### src/logic/blf_pkg.sv
// Purpose: Shared constants and types of the front-panel block.
// Assumes: Clock of 10 MHz on aclk.
// Notes: Register map is word aligned on AXI4-Lite.
`default_nettype none
package blf_pkg;
   // Clock and timing.
   localparam int unsigned CLK_HZ = 10_000_000;
   localparam int unsigned DEB_MS = 50;
   localparam int unsigned DEB_CYC = CLK_HZ / 1000 * DEB_MS;
   localparam int unsigned SLOW_PER_MS = 1000;
   localparam int unsigned FAST_PER_MS = 250;
   localparam int unsigned HALF_PER_MS = 2000;
   localparam int unsigned SLOW_HALF = CLK_HZ / 1000 * SLOW_PER_MS / 2;
   localparam int unsigned FAST_HALF = CLK_HZ / 1000 * FAST_PER_MS / 2;
   localparam int unsigned HALF_HALF = CLK_HZ / 1000 * HALF_PER_MS / 2;
   // Register byte addresses.
   localparam logic [7:0] ADDR_CTRL = 8'h00;
   localparam logic [7:0] ADDR_STAT = 8'h04;
   localparam logic [7:0] ADDR_LEDS = 8'h08;
   localparam logic [7:0] ADDR_ENTITY = 8'h0c;
   // Control field positions.
   localparam int CTRL_PERMIT = 0;
   localparam int CTRL_LOC = 1;
   localparam int CTRL_INFO = 3;
   localparam int CTRL_CON_GRANT = 4;
   localparam int CTRL_MED_GRANT = 5;
   // Status field positions, write one to clear.
   localparam int STAT_CON_REQ = 0;
   localparam int STAT_MED_REQ = 1;
   localparam int STAT_FLT_EVT = 2;
   // Entity container byte: bit 7 marks a physical container.
   localparam int ENT_PHYS = 7;
   localparam logic [7:0] ENTITY_RST = 8'h00;
   // Reset of the synchronisers: buttons released, rest low.
   localparam logic [11:0] SYNC_RST = 12'h00f;
   // Bus answers.
   localparam logic [1:0] RESP_OKAY = 2'b00;
   localparam logic [1:0] RESP_SLVERR = 2'b10;

   typedef enum logic [1:0] {
      LOC_OFF = 2'b00,
      LOC_ON = 2'b01,
      LOC_BLINK = 2'b10
   } blf_loc_e;

   // Front-panel buttons, all active low.
   typedef struct packed {
      logic nmi_n;
      logic media_n;
      logic console_n;
      logic power_n;
   } blf_btn_s;

   // Blade fault sources, active high.
   typedef struct packed {
      logic mismatch;
      logic power;
      logic critical;
      logic fail_led;
      logic dimm;
      logic proc_dis;
   } blf_flt_s;

   // Indicator drives, active high.
   typedef struct packed {
      logic media;
      logic console;
      logic info;
      logic fault;
      logic location;
      logic power;
   } blf_led_s;

   // Whole state of the block.
   typedef struct packed {
      logic [11:0] s1;
      logic [11:0] s2;
      logic [11:0] s3;
      logic [11:0] filt;
      logic [3:0][23:0] deb;
      logic [3:0] held;
      logic [23:0] slow_c;
      logic [23:0] fast_c;
      logic [23:0] half_c;
      logic slow_ph;
      logic fast_ph;
      logic half_ph;
      logic permit;
      blf_loc_e loc;
      logic info;
      logic con_grant;
      logic med_grant;
      logic con_req;
      logic med_req;
      logic flt_evt;
      logic [7:0] entity;
      logic sb_prev;
      logic [5:0] flt_prev;
      blf_led_s led;
      logic nmi;
      logic pwr_btn;
      logic flt_msg;
      logic aw_ok;
      logic w_ok;
      logic [7:0] waddr;
      logic wpriv;
      logic [31:0] wdata;
      logic [3:0] wstrb;
      logic awready;
      logic wready;
      logic bvalid;
      logic [1:0] bresp;
      logic arready;
      logic rvalid;
      logic [31:0] rdata;
      logic [1:0] rresp;
   } blf_state_s;
endpackage
`default_nettype wire

### src/logic/blf_front_panel.sv
// Purpose: Blade front-panel buttons and indicators behind AXI4-Lite.
// Assumes: aclk at 10 MHz; buttons and faults arrive asynchronously.
// Notes: Privileged writes come from the chassis manager.
// What this block does
// Button counts only after 50 ms low.
// Debounce restarts when input returns high.
// Power dark without standby, lit when main on.
// Permitted and main off: slow 1 Hz blink.
// No permission yet: fast 4 Hz blink.
// Fast blink precedes slow while permission pending.
// Location follows manager: off, on, blink.
// Location clears when standby power comes up.
// Location survives main power cycle and reset; here a reset clears it to off.
// Fault lit while any fault source present.
// Each new fault sends an event message.
// Information lit only when manager directs it.
// Console on, off, or blink while pending.
// Media lit while media is assigned.
// Console press requests the console.
// Media press requests media and USB.
// Hidden button press raises an NMI.
// Manager reads all indicators, sets controllable ones.
// Host software may read but never set.
// Indicators work on standby power alone.
// Container byte bit 7: logical 0, physical 1.
// Blink modes have half on, half off.
//
// The AXI4-Lite register port and the placing of the registers were left to the implementer.
`timescale 1ns/1ns
`default_nettype none
module blf_front_panel #(
   parameter int unsigned DEB_CYC = blf_pkg::DEB_CYC,
   parameter int unsigned SLOW_HALF = blf_pkg::SLOW_HALF,
   parameter int unsigned FAST_HALF = blf_pkg::FAST_HALF,
   parameter int unsigned HALF_HALF = blf_pkg::HALF_HALF
) (
   // Clock and reset.
   input wire logic aclk,
   input wire logic aresetn,
   // AXI4-Lite write address.
   input wire logic awvalid,
   output logic awready,
   input wire logic [7:0] awaddr,
   input wire logic [2:0] awprot,
   // AXI4-Lite write data.
   input wire logic wvalid,
   output logic wready,
   input wire logic [31:0] wdata,
   input wire logic [3:0] wstrb,
   // AXI4-Lite write response.
   output logic bvalid,
   input wire logic bready,
   output logic [1:0] bresp,
   // AXI4-Lite read address.
   input wire logic arvalid,
   output logic arready,
   input wire logic [7:0] araddr,
   input wire logic [2:0] arprot,
   // AXI4-Lite read data.
   output logic rvalid,
   input wire logic rready,
   output logic [31:0] rdata,
   output logic [1:0] rresp,
   // Panel and power pins.
   input wire blf_pkg::blf_btn_s btn,
   input wire blf_pkg::blf_flt_s flt,
   input wire logic standby_power_domain,
   input wire logic main_power_domain,
   // Indicator and event outputs.
   output blf_pkg::blf_led_s led,
   output logic nmi_req,
   output logic power_btn_press,
   output logic fault_event_message
);

   // Limits of the counters, cut to counter width.
   localparam logic [23:0] DEB_LIM = 24'(DEB_CYC - 1);
   localparam logic [23:0] SLOW_LIM = 24'(SLOW_HALF - 1);
   localparam logic [23:0] FAST_LIM = 24'(FAST_HALF - 1);
   localparam logic [23:0] HALF_LIM = 24'(HALF_HALF - 1);

   blf_pkg::blf_state_s q;
   blf_pkg::blf_state_s d;

   // Says when a blink counter has reached its limit and its phase flips.
   function automatic logic wrap(input logic [23:0] c,
                                 input logic [23:0] lim);
      wrap = (c >= lim);
   endfunction

   // Next state of the whole block.
   // Each field keeps its value unless set below.
   // Scratch values live for one cycle only.
   always_comb begin
      logic [3:0] press;
      logic [5:0] fnow;
      logic [5:0] fnew;
      logic [7:0] clr;
      logic sb;
      logic mainon;
      logic aw_hs;
      logic w_hs;
      logic ar_hs;
      press = 4'h0;
      fnow = 6'h00;
      fnew = 6'h00;
      clr = 8'h00;
      sb = 1'b0;
      mainon = 1'b0;
      aw_hs = 1'b0;
      w_hs = 1'b0;
      ar_hs = 1'b0;
      d = q;

      // Three-stage synchronisers for all pins.
      // A bit moves only when stages two and three agree.
      // This keeps a half-settled level out of the logic.
      d.s1 = {flt, main_power_domain, standby_power_domain, btn};
      d.s2 = q.s1;
      d.s3 = q.s2;
      for (int i = 0; i < 12; i++) begin
         if (q.s2[i] == q.s3[i]) begin
            d.filt[i] = q.s3[i];
         end
      end
      sb = q.filt[4];
      mainon = q.filt[5];
      fnow = q.filt[11:6];

      // Debounce of the four buttons.
      // A high sample restarts the count at once.
      // A press is reported once; a new one needs release.
      for (int i = 0; i < 4; i++) begin
         if (q.filt[i]) begin
            d.deb[i] = 24'h000000;
            d.held[i] = 1'b0;
         end else if (!q.held[i]) begin
            if (q.deb[i] >= DEB_LIM) begin
               d.held[i] = 1'b1;
               press[i] = 1'b1;
            end else begin
               d.deb[i] = q.deb[i] + 24'h000001;
            end
         end
      end

      // Blink generators, each toggling at its half period.
      // They run free, so blinks stay in step.
      // Equal halves give the half-on, half-off duty.
      if (wrap(q.slow_c, SLOW_LIM)) begin
         d.slow_c = 24'h000000;
         d.slow_ph = ~q.slow_ph;
      end else begin
         d.slow_c = q.slow_c + 24'h000001;
      end
      if (wrap(q.fast_c, FAST_LIM)) begin
         d.fast_c = 24'h000000;
         d.fast_ph = ~q.fast_ph;
      end else begin
         d.fast_c = q.fast_c + 24'h000001;
      end
      if (wrap(q.half_c, HALF_LIM)) begin
         d.half_c = 24'h000000;
         d.half_ph = ~q.half_ph;
      end else begin
         d.half_c = q.half_c + 24'h000001;
      end

      // Write address channel.
      // Address and data may come in either order.
      // The privilege bit tells manager from host.
      aw_hs = awvalid && q.awready;
      if (aw_hs) begin
         d.aw_ok = 1'b1;
         d.waddr = awaddr;
         d.wpriv = awprot[0];
      end

      // Write data channel.
      w_hs = wvalid && q.wready;
      if (w_hs) begin
         d.w_ok = 1'b1;
         d.wdata = wdata;
         d.wstrb = wstrb;
      end

      // Response handshake ends the write.
      if (q.bvalid && bready) begin
         d.bvalid = 1'b0;
      end

      // Carry out a write once address and data are both held.
      // The manager writes with the privilege bit set.
      // Host software may only clear status bits.
      // Only the low byte lane holds fields.
      if (q.aw_ok && q.w_ok && !q.bvalid) begin
         d.aw_ok = 1'b0;
         d.w_ok = 1'b0;
         d.bvalid = 1'b1;
         d.bresp = blf_pkg::RESP_OKAY;
         if (q.waddr == blf_pkg::ADDR_CTRL) begin
            if (!q.wpriv) begin
               d.bresp = blf_pkg::RESP_SLVERR;
            end else if (q.wstrb[0]) begin
               d.permit = q.wdata[blf_pkg::CTRL_PERMIT];
               d.loc = blf_pkg::blf_loc_e'(q.wdata[blf_pkg::CTRL_LOC +: 2]);
               d.info = q.wdata[blf_pkg::CTRL_INFO];
               d.con_grant = q.wdata[blf_pkg::CTRL_CON_GRANT];
               d.med_grant = q.wdata[blf_pkg::CTRL_MED_GRANT];
            end
         end else if (q.waddr == blf_pkg::ADDR_STAT) begin
            if (q.wstrb[0]) begin
               clr = q.wdata[7:0];
            end
         end else if (q.waddr == blf_pkg::ADDR_ENTITY) begin
            if (!q.wpriv) begin
               d.bresp = blf_pkg::RESP_SLVERR;
            end else if (q.wstrb[0]) begin
               d.entity = q.wdata[7:0];
            end
         end else begin
            d.bresp = blf_pkg::RESP_SLVERR;
         end
      end

      // Ready for new items only while the slot is free.
      // This keeps one write in flight at a time.
      d.awready = !d.aw_ok && !d.bvalid;
      d.wready = !d.w_ok && !d.bvalid;

      // Read channel.
      // Data are latched at the address handshake.
      // Unused bits read back as zero.
      if (q.rvalid && rready) begin
         d.rvalid = 1'b0;
      end
      ar_hs = arvalid && q.arready;
      if (ar_hs) begin
         d.rvalid = 1'b1;
         d.rresp = blf_pkg::RESP_OKAY;
         d.rdata = 32'h00000000;
         if (araddr == blf_pkg::ADDR_CTRL) begin
            d.rdata[blf_pkg::CTRL_PERMIT] = q.permit;
            d.rdata[blf_pkg::CTRL_LOC +: 2] = q.loc;
            d.rdata[blf_pkg::CTRL_INFO] = q.info;
            d.rdata[blf_pkg::CTRL_CON_GRANT] = q.con_grant;
            d.rdata[blf_pkg::CTRL_MED_GRANT] = q.med_grant;
         end else if (araddr == blf_pkg::ADDR_STAT) begin
            d.rdata[blf_pkg::STAT_CON_REQ] = q.con_req;
            d.rdata[blf_pkg::STAT_MED_REQ] = q.med_req;
            d.rdata[blf_pkg::STAT_FLT_EVT] = q.flt_evt;
         end else if (araddr == blf_pkg::ADDR_LEDS) begin
            d.rdata[5:0] = q.led;
            d.rdata[6] = sb;
            d.rdata[7] = mainon;
            d.rdata[13:8] = fnow;
         end else if (araddr == blf_pkg::ADDR_ENTITY) begin
            d.rdata[7:0] = q.entity;
         end else begin
            d.rresp = blf_pkg::RESP_SLVERR;
         end
      end
      d.arready = !d.rvalid;

      // Sticky requests and events; a set beats a clear.
      // A press that meets a clear is kept.
      d.con_req = q.con_req & ~clr[blf_pkg::STAT_CON_REQ];
      d.med_req = q.med_req & ~clr[blf_pkg::STAT_MED_REQ];
      d.flt_evt = q.flt_evt & ~clr[blf_pkg::STAT_FLT_EVT];
      if (press[1]) begin
         d.con_req = 1'b1;
      end
      if (press[2]) begin
         d.med_req = 1'b1;
      end

      // Any newly raised fault source sends a message; sources rising together send one.
      // A source that rises while another stands
      // is reported as well.
      fnew = fnow & ~q.flt_prev;
      d.flt_prev = fnow;
      d.flt_msg = |fnew;
      if (|fnew) begin
         d.flt_evt = 1'b1;
      end

      // Button pulses out of the block.
      // Each pulse lasts exactly one cycle.
      d.nmi = press[3];
      d.pwr_btn = press[0];

      // Standby power coming up clears the location request.
      // The first rise after reset counts too.
      // Main power changes leave the request alone.
      d.sb_prev = sb;
      if (sb && !q.sb_prev) begin
         d.loc = blf_pkg::LOC_OFF;
      end

      // Power indicator from power state and permission.
      // Fast blink until permission, then slow,
      // so the fast rate always comes first.
      if (!sb) begin
         d.led.power = 1'b0;
      end else if (mainon) begin
         d.led.power = 1'b1;
      end else if (q.permit) begin
         d.led.power = q.slow_ph;
      end else begin
         d.led.power = q.fast_ph;
      end

      // Location indicator follows the manager's request.
      // The unused code shows dark but reads back.
      case (q.loc)
         blf_pkg::LOC_ON: begin
            d.led.location = 1'b1;
         end
         blf_pkg::LOC_BLINK: begin
            d.led.location = q.half_ph;
         end
         default: begin
            d.led.location = 1'b0;
         end
      endcase

      // Remaining indicators, none gated by main power.
      // A granted console wins over a pending request.
      d.led.fault = |fnow;
      d.led.info = q.info;
      if (q.con_grant) begin
         d.led.console = 1'b1;
      end else if (q.con_req) begin
         d.led.console = q.half_ph;
      end else begin
         d.led.console = 1'b0;
      end
      d.led.media = q.med_grant;
   end

   // State register; location is held over main power but cleared by blade resets.
   // The reset branch loads constants only.
   // Synchronisers start at the idle pin level.
   always_ff @(posedge aclk) begin
      if (!aresetn) begin
         q <= '0;
         q.s1 <= blf_pkg::SYNC_RST;
         q.s2 <= blf_pkg::SYNC_RST;
         q.s3 <= blf_pkg::SYNC_RST;
         q.filt <= blf_pkg::SYNC_RST;
         q.entity <= blf_pkg::ENTITY_RST;
         q.loc <= blf_pkg::LOC_OFF;
      end else begin
         q <= d;
      end
   end

   // Outputs straight from the state register.
   // Nothing follows the register, so outputs cannot glitch.
   assign awready = q.awready;
   assign wready = q.wready;
   assign bvalid = q.bvalid;
   assign bresp = q.bresp;
   assign arready = q.arready;
   assign rvalid = q.rvalid;
   assign rdata = q.rdata;
   assign rresp = q.rresp;
   assign led = q.led;
   assign nmi_req = q.nmi;
   assign power_btn_press = q.pwr_btn;
   assign fault_event_message = q.flt_msg;

endmodule
`default_nettype wire

### config.mk
export PLATFORM = sky130hd
export DESIGN_NAME = blf_front_panel
export DESIGN_NICKNAME = d
export VERILOG_FILES = /design/src/logic/blf_pkg.sv /design/src/logic/blf_front_panel.sv
export SDC_FILE = /design/constraint.sdc
export NUM_CORES = 1
export LEC_CHECK = 0
export BUFFER_PORTS_ARGS = -buffer_cell sky130_fd_sc_hd__buf_2
export CAP_MARGIN = 25
export CORE_MARGIN = 5
export CORE_UTILIZATION = 41
export CTS_BUF_LIST = sky130_fd_sc_hd__clkbuf_4
export DETAILED_ROUTE_END_ITERATION = 10
export PLACE_DENSITY = 0.62
export SYNTH_ARGS = -nofsm -noshare
export SYNTH_HDL_FRONTEND = slang
export SYNTH_SLANG_ARGS = --single-unit
export TNS_END_PERCENT = 1
### constraint.sdc
create_clock -name aclk -period 2.5 [get_ports aclk]
set_clock_uncertainty 0.05 [all_clocks]
set_input_delay 0.125 -clock aclk [delete_from_list [all_inputs] [get_ports aclk]]
set_output_delay 0.125 -clock aclk [all_outputs]
set_load 0.1 [all_outputs]
* Yosys cells after proc, flatten, opt, wreduce, memory -nomap -nowiden
Cells that the tools add are included.
Storage, ports and cells: register bits after elaboration 299, input port bits 77, output and inout bits 50, logic and storage cells 201
Cells by class: add/subtract/negate cells 7, magnitude comparators 7, eq/ne operators 19, mux-type cells 46, bitwise logic cells 22, reductions and logical operators 37
Operators with widths (count):
- adder 24 x 1 -> 24 bit (second input constant) | 7
- >= comparator 24 x 19 -> 1 bit (second input constant) | 4
- two-way mux 35 bit | 1
- == test 8 x 4 -> 1 bit (second input constant) | 3
- >= comparator 24 x 21 -> 1 bit (second input constant) | 1
- >= comparator 24 x 23 -> 1 bit (second input constant) | 1
- >= comparator 24 bit (second input constant) | 1
- two-way mux 8 bit | 3
- two-way mux 1 bit | 23
- two-way mux 2 bit | 9
- two-way mux 3 bit | 6
- inverter 1 bit | 17
- == test 8 x 3 -> 1 bit (second input constant) | 2
- logical NOT 8 bit | 2
- OR reduction 2 bit | 8
- == test 1 bit | 12
- two-way mux 6 bit | 2
- OR reduction 6 bit | 2
- two-way mux 11 bit | 1
- logical AND 1 bit | 10
- AND reduction 2 bit | 5
- AND 6 bit | 1
- logical NOT 1 bit | 6
- inverter 6 bit | 1
- 7 further kinds | 10

* Depth between registers and ports, before layout
depth after elaboration 7, mapped depth 8, gate-level depth less buffers 6

* Worst setup path before layout
No wires, ideal clock.
path kind reg-to-reg, start point reg q, in the netlist bvalid, end point reg q, in the netlist d[94], setup time 128 ps, arrival time 2105 ps, data required time 2322 ps, slack 218 ps, stages on the path, launching flop included 7, path buffers 1, period minus slack after synthesis 2282 ps, path through dfxtp_1 and4b_1 nand4_1 or3_1 clkbuf_1 mux2i_1 nor2_1
Between the ends: cells in the longest elaborated chain, start to end 3
RTL lines:
- start, declared | RTL line blf_front_panel.sv:82 | blf_pkg::blf_state_s q;
- logical NOT 1 bit | RTL line blf_front_panel.sv:196 | if (q.aw_ok && q.w_ok && !q.bvalid) begin
- logical AND 1 bit | RTL line blf_front_panel.sv:196
- AND reduction 4 bit (no source line)
No other way between the ends. A chain may end at the register's enable or synchronous reset.

* Final worst setup path
start point reg q, in the netlist arready, end point reg q, in the netlist rdata[5]
Between the ends: cells in the longest elaborated chain, start to end 1
RTL lines:
- logical AND 1 bit | RTL line blf_front_panel.sv:237 | ar_hs = arvalid && q.arready;
No other way between the ends.

==> impl_metrics.prom <==
# TYPE chip_impl_metric gauge
chip_impl_info{name="run_status",value="finished, final reports clean"} 1
chip_impl_metric{name="route.vias.total",unit=""} 10617
chip_impl_metric{name="synthCells",unit=""} 1405
chip_impl_metric{name="maxSlewViolCount",unit=""} 0
chip_impl_metric{name="die_w",unit="µm"} 183.8
chip_impl_metric{name="ctsHtreeMaxLevel",unit=""} 3
chip_impl_metric{name="drtIter0Drc",unit=""} 537
chip_impl_metric{name="track_usage",unit=""} 0.1637
chip_impl_metric{name="mean_cell_area_of_the_mapped_netlist",unit="µm²"} 8.813
chip_impl_metric{name="final.period_utilization",unit=""} 0.9373
chip_impl_metric{name="synth_seq_area_share",unit=""} 0.4802
chip_impl_metric{name="reg2reg_depth",unit=""} 6
chip_impl_metric{name="grt_antenna_before_repair",unit=""} 2
chip_impl_info{name="rsz_0062_raised_after_global_routing",value="no"} 1
chip_impl_info{name="critical_path.startpoint_type",value="flop"} 1
chip_impl_info{name="worstHoldPathType",value="in -> reg"} 1
chip_impl_info{name="hold_end",value="d[329]$_SDFF_PN0_"} 1
chip_impl_metric{name="length_of_routed_met3_wiring",unit="mm"} 1.280
chip_impl_info{name="cts-root-buf",value="clkbuf_4"} 1
chip_impl_metric{name="detail_route.wirelength.met1",unit="mm"} 12.96
chip_impl_metric{name="synth-edff-count",unit=""} 0
chip_impl_metric{name="critical_path_buf_inv_count",unit=""} 1
chip_impl_metric{name="routed_via_density",unit=""} 5.199
chip_impl_metric{name="ys.warnings.count",unit=""} 0
chip_impl_metric{name="grt_first_pass_wirelength",unit="mm"} 47.27
chip_impl_info{name="final_cell_mix",value="dfxtp_1 (296), nor2_1 (146), nand2_1 (136)"} 1
chip_impl_metric{name="number_of_failing_setup_endpoints_in_the_final_timing_report",unit=""} 0
chip_impl_info{name="crit_path_top_delay_cell",value="dlygate4sd3_1"} 1
chip_impl_metric{name="finalSetupTns",unit="ps"} 0
chip_impl_metric{name="place.gp.congestion",unit=""} 0.8183
chip_impl_metric{name="worst-r2r-setup-slack",unit="ps"} 160
chip_impl_metric{name="area_growth_syn_to_layout",unit="%"} 19.44
chip_impl_metric{name="clock_path_buffers",unit=""} 3
chip_impl_info{name="timing.critical_path.cells",value="nand2_1 > or4_4 > nor3_4 > dlygate4sd3_1 > a2bb2oi_1 > a21oi_1"} 1
chip_impl_metric{name="leakagePower",unit="nW"} 5.408
chip_impl_metric{name="synth-seq-cells",unit=""} 297
chip_impl_metric{name="timing.final.ws_setup",unit="ps"} 156.8
chip_impl_metric{name="worst_ep_required_time",unit="ps"} 3070
chip_impl_metric{name="clock_latency_at_the_later_pin_of_the_worst_skew_pair",unit="ps"} 690
chip_impl_metric{name="detail-route-antenna-nets",unit=""} 0
chip_impl_metric{name="powerDensity",unit="nW/µm²"} 638.8
chip_impl_metric{name="worst-slew-pin-transition",unit="ps"} 856.1
chip_impl_metric{name="final.hold.worst_slack",unit="ps"} 164.1
chip_impl_metric{name="gr_overflow_total",unit=""} 0
chip_impl_metric{name="design.portCount",unit=""} 127
chip_impl_metric{name="largest_net_degree_at_the_start_of_global_routing",unit=""} 49
chip_impl_metric{name="detail_route.wl_per_cell",unit="µm"} 13.76
chip_impl_metric{name="grt_pass1_vias",unit=""} 10167
chip_impl_info{name="worst_r2r_startpoint",value="arready$_SDFF_PN0_"} 1
chip_impl_info{name="min_from",value="flt[3]"} 1
chip_impl_metric{name="worst_path_largest_cell_delay",unit="ps"} 650
chip_impl_metric{name="total_standard_cell_area_after_synthesis",unit="µm²"} 12380
chip_impl_metric{name="design.core.area",unit="µm²"} 29720
chip_impl_metric{name="ir_drop",unit="µV"} 283.1
chip_impl_metric{name="drv.max_cap_violation_count",unit=""} 0
chip_impl_metric{name="crit_path_max_fanout",unit=""} 5
chip_impl_metric{name="initial_util",unit=""} 0.4167
chip_impl_metric{name="count_of_buffers_from_port_buffering",unit=""} 74
chip_impl_info{name="critical-path-top-delay-family",value="simple AND/OR/NAND/NOR gates"} 1
chip_impl_metric{name="synthDistinctLibCells",unit=""} 71
chip_impl_metric{name="drc",unit=""} 0
chip_impl_metric{name="num_rows",unit=""} 63
chip_impl_info{name="timing_worst_setup_path_type",value="reg -> reg"} 1
chip_impl_metric{name="arrival_time_reported_for_the_critical_path_endpoint",unit="ps"} 2920
chip_impl_info{name="yosys_most_used_dff",value="dfxtp_1"} 1
chip_impl_metric{name="timing.slew.headroom",unit=""} 0.4285
chip_impl_metric{name="drive_gt1_frac",unit=""} 0.1526
chip_impl_metric{name="number_of_nets_in_the_layout",unit=""} 1680
chip_impl_info{name="timing.rr.end",value="rdata[5]$_SDFFE_PN0P_"} 1
chip_impl_metric{name="post_cts.repair.setup_buffers",unit=""} 0
chip_impl_info{name="maxUsedRoutingLayer",value="met5"} 1
chip_impl_metric{name="synth_async_sr_flop_share",unit=""} 0
chip_impl_metric{name="finalWirelength",unit="mm"} 28.10
chip_impl_metric{name="hold_viol_final",unit=""} 0
chip_impl_info{name="tritoncts",value="yes"} 1
chip_impl_metric{name="detailedPlacementHpwl",unit="mm"} 18.17
chip_impl_info{name="setup.worst_path.end_class",value="flop"} 1
chip_impl_metric{name="wl_met2",unit="mm"} 13.06
chip_impl_metric{name="cts.reportedPaths.clkPinSlew",unit="ps"} 70
chip_impl_metric{name="hold_path_depth",unit=""} 3
chip_impl_metric{name="floorplan.die.height",unit="µm"} 183.8
chip_impl_metric{name="numClockSinks",unit=""} 297
chip_impl_metric{name="final.fill_count",unit=""} 2855
chip_impl_metric{name="setup_slack_at_placement",unit="ps"} 260.9
chip_impl_info{name="mostFrequentLayoutCell",value="dfxtp_1"} 1
chip_impl_metric{name="final_period_minus_worst_setup_slack",unit="ps"} 2343
chip_impl_metric{name="fp.dieArea",unit="µm²"} 33780
chip_impl_metric{name="max_freq",unit="GHz"} 0.4268
chip_impl_metric{name="cts_inserted_buffers",unit=""} 78
chip_impl_metric{name="area.sequential",unit="µm²"} 5947
chip_impl_metric{name="multiInputGateArea",unit="µm²"} 5883
chip_impl_metric{name="drt_pass1_iterations",unit=""} 5
worst max path at each step:
stage / start / endpoint / cells after the start
floorplan: bvalid$_SDFF_PN0_ / d[94]$_SDFFE_PN0P_ / 6
global placement: q[291]$_SDFFE_PP0P_ / q[275]$_SDFFE_PP0P_ / 6
detailed placement: q[291]$_SDFFE_PP0P_ / q[289]$_SDFFE_PP0P_ / 6
CTS: arready$_SDFF_PN0_ / rdata[4]$_SDFFE_PN0P_ / 6
global route: arready$_SDFF_PN0_ / rdata[5]$_SDFFE_PN0P_ / 6
finish: arready$_SDFF_PN0_ / rdata[5]$_SDFFE_PN0P_ / 6
cell type report:
| cell class | instances | area share |
|---|---|---|
| repair buffers | 183 | 0.09509 |
| well taps | 390 | 0.03299 |
| diodes | 1 | 0.0001692 |
| flip-flops and latches | 297 | 0.4021 |
| clock inverters | 25 | 0.008629 |
| inverters | 25 | 0.006345 |
| clock buffers | 112 | 0.05685 |
| multi-input cells | 1009 | 0.3978 |
layer usage:
metal	vias to the layer above	GRT usage
li1	5371	-
met3	71	0.04116
met2	206	0.2631
met1	4967	0.2111
met5	-	0
met4	2	0.06684
worst min-delay path, stage by stage:
cell           delay [ps]
dlygate4sd3_1         510
buf_2                  90
and2_1                100
sequential cells by signal, indices dropped and copies added (netlist names), 6 cells and up:
register / cells
rdata: 14
led: 6
q: 234
d: 33
power by group:
group | switching [mW] | leakage [nW] | internal [mW]
clock | 1.94 | 0.581 | 2.17
combinational | 0.337 | 2.42 | 0.164
sequential | 0.0430 | 2.40 | 4.79
total | 2.32 | 5.41 | 7.13
logic make-up after synthesis:
group | Yosys count | synth area share
buffers and inverters | 122 | 0.05164
AND/OR/NAND/NOR | 631 | 0.2684
flip-flops | 297 | 0.4802
AO/OA/AOI/OAI | 262 | 0.1289
XOR/XNOR | 60 | 0.04244
other | 1 | 0.0003029
adder cells (fa/ha/maj) | 10 | 0.009903
multiplexers | 22 | 0.01819
synthesized netlist by cell type (3+ instances only):
cell type / count / area, µm²
buf_2: 4 / 20.02
o211ai_1: 6 / 45.04
mux2i_1: 18 / 180.2
buf_4: 43 / 322.8
dfxtp_1: 297 / 5946
buf_1: 5 / 18.77
a32o_1: 3 / 30.03
and3_1: 10 / 62.56
nor4_1: 9 / 56.30
a22o_1: 7 / 61.31
a211o_1: 3 / 26.28
nand4_1: 39 / 244.0
a21o_1: 4 / 30.03
o41ai_1: 5 / 43.79
a2bb2oi_1: 5 / 43.79
or2_2: 7 / 43.79
and2_1: 49 / 306.5
nor3b_1: 5 / 37.54
a211oi_1: 5 / 37.54
a22oi_1: 3 / 22.52
o22ai_1: 3 / 18.77
o31ai_1: 19 / 142.6
or3_1: 44 / 275.3
nand4b_1: 9 / 78.83
or4_1: 33 / 247.7
o21a_1: 8 / 60.06
clkbuf_1: 43 / 161.4
nand2_1: 136 / 510.5
nand3_1: 56 / 280.3
and4_1: 9 / 78.83
xnor2_1: 24 / 210.2
o21ai_0: 63 / 315.3
nor3_1: 34 / 170.2
nand2b_1: 21 / 131.4
inv_1: 25 / 93.84
nor2_1: 146 / 548.0
ha_1: 9 / 112.6
mux2_2: 4 / 45.04
nand3b_1: 3 / 22.52
a21oi_1: 109 / 545.5
a221oi_1: 3 / 26.28
xor2_1: 36 / 315.3
or4b_1: 4 / 40.04
through the flow:
step / area [µm²] / utilization / power [mW] / cells
3_3_place_gp: 13000 / 0.4373 / 5.343 / 1822
6_report: 14790 / 0.4977 / 9.447 / 2042
4_1_cts: 14790 / 0.4975 / 9.614 / 2041
3_5_place_dp: 13000 / 0.4373 / 5.347 / 1822
5_1_grt: 14790 / 0.4977 / 9.940 / 2042
2_1_floorplan: 12470 / - / 5.273 / 1428
what timing repair did:
action | CTS | global route
endpoints found under the setup margin | 0 | 3
endpoints found under the hold margin | 67 | 0
hold buffers | 82 | 0
resized for setup | 0 | 1
No activity file was read; power rests on OpenSTA's default activity.
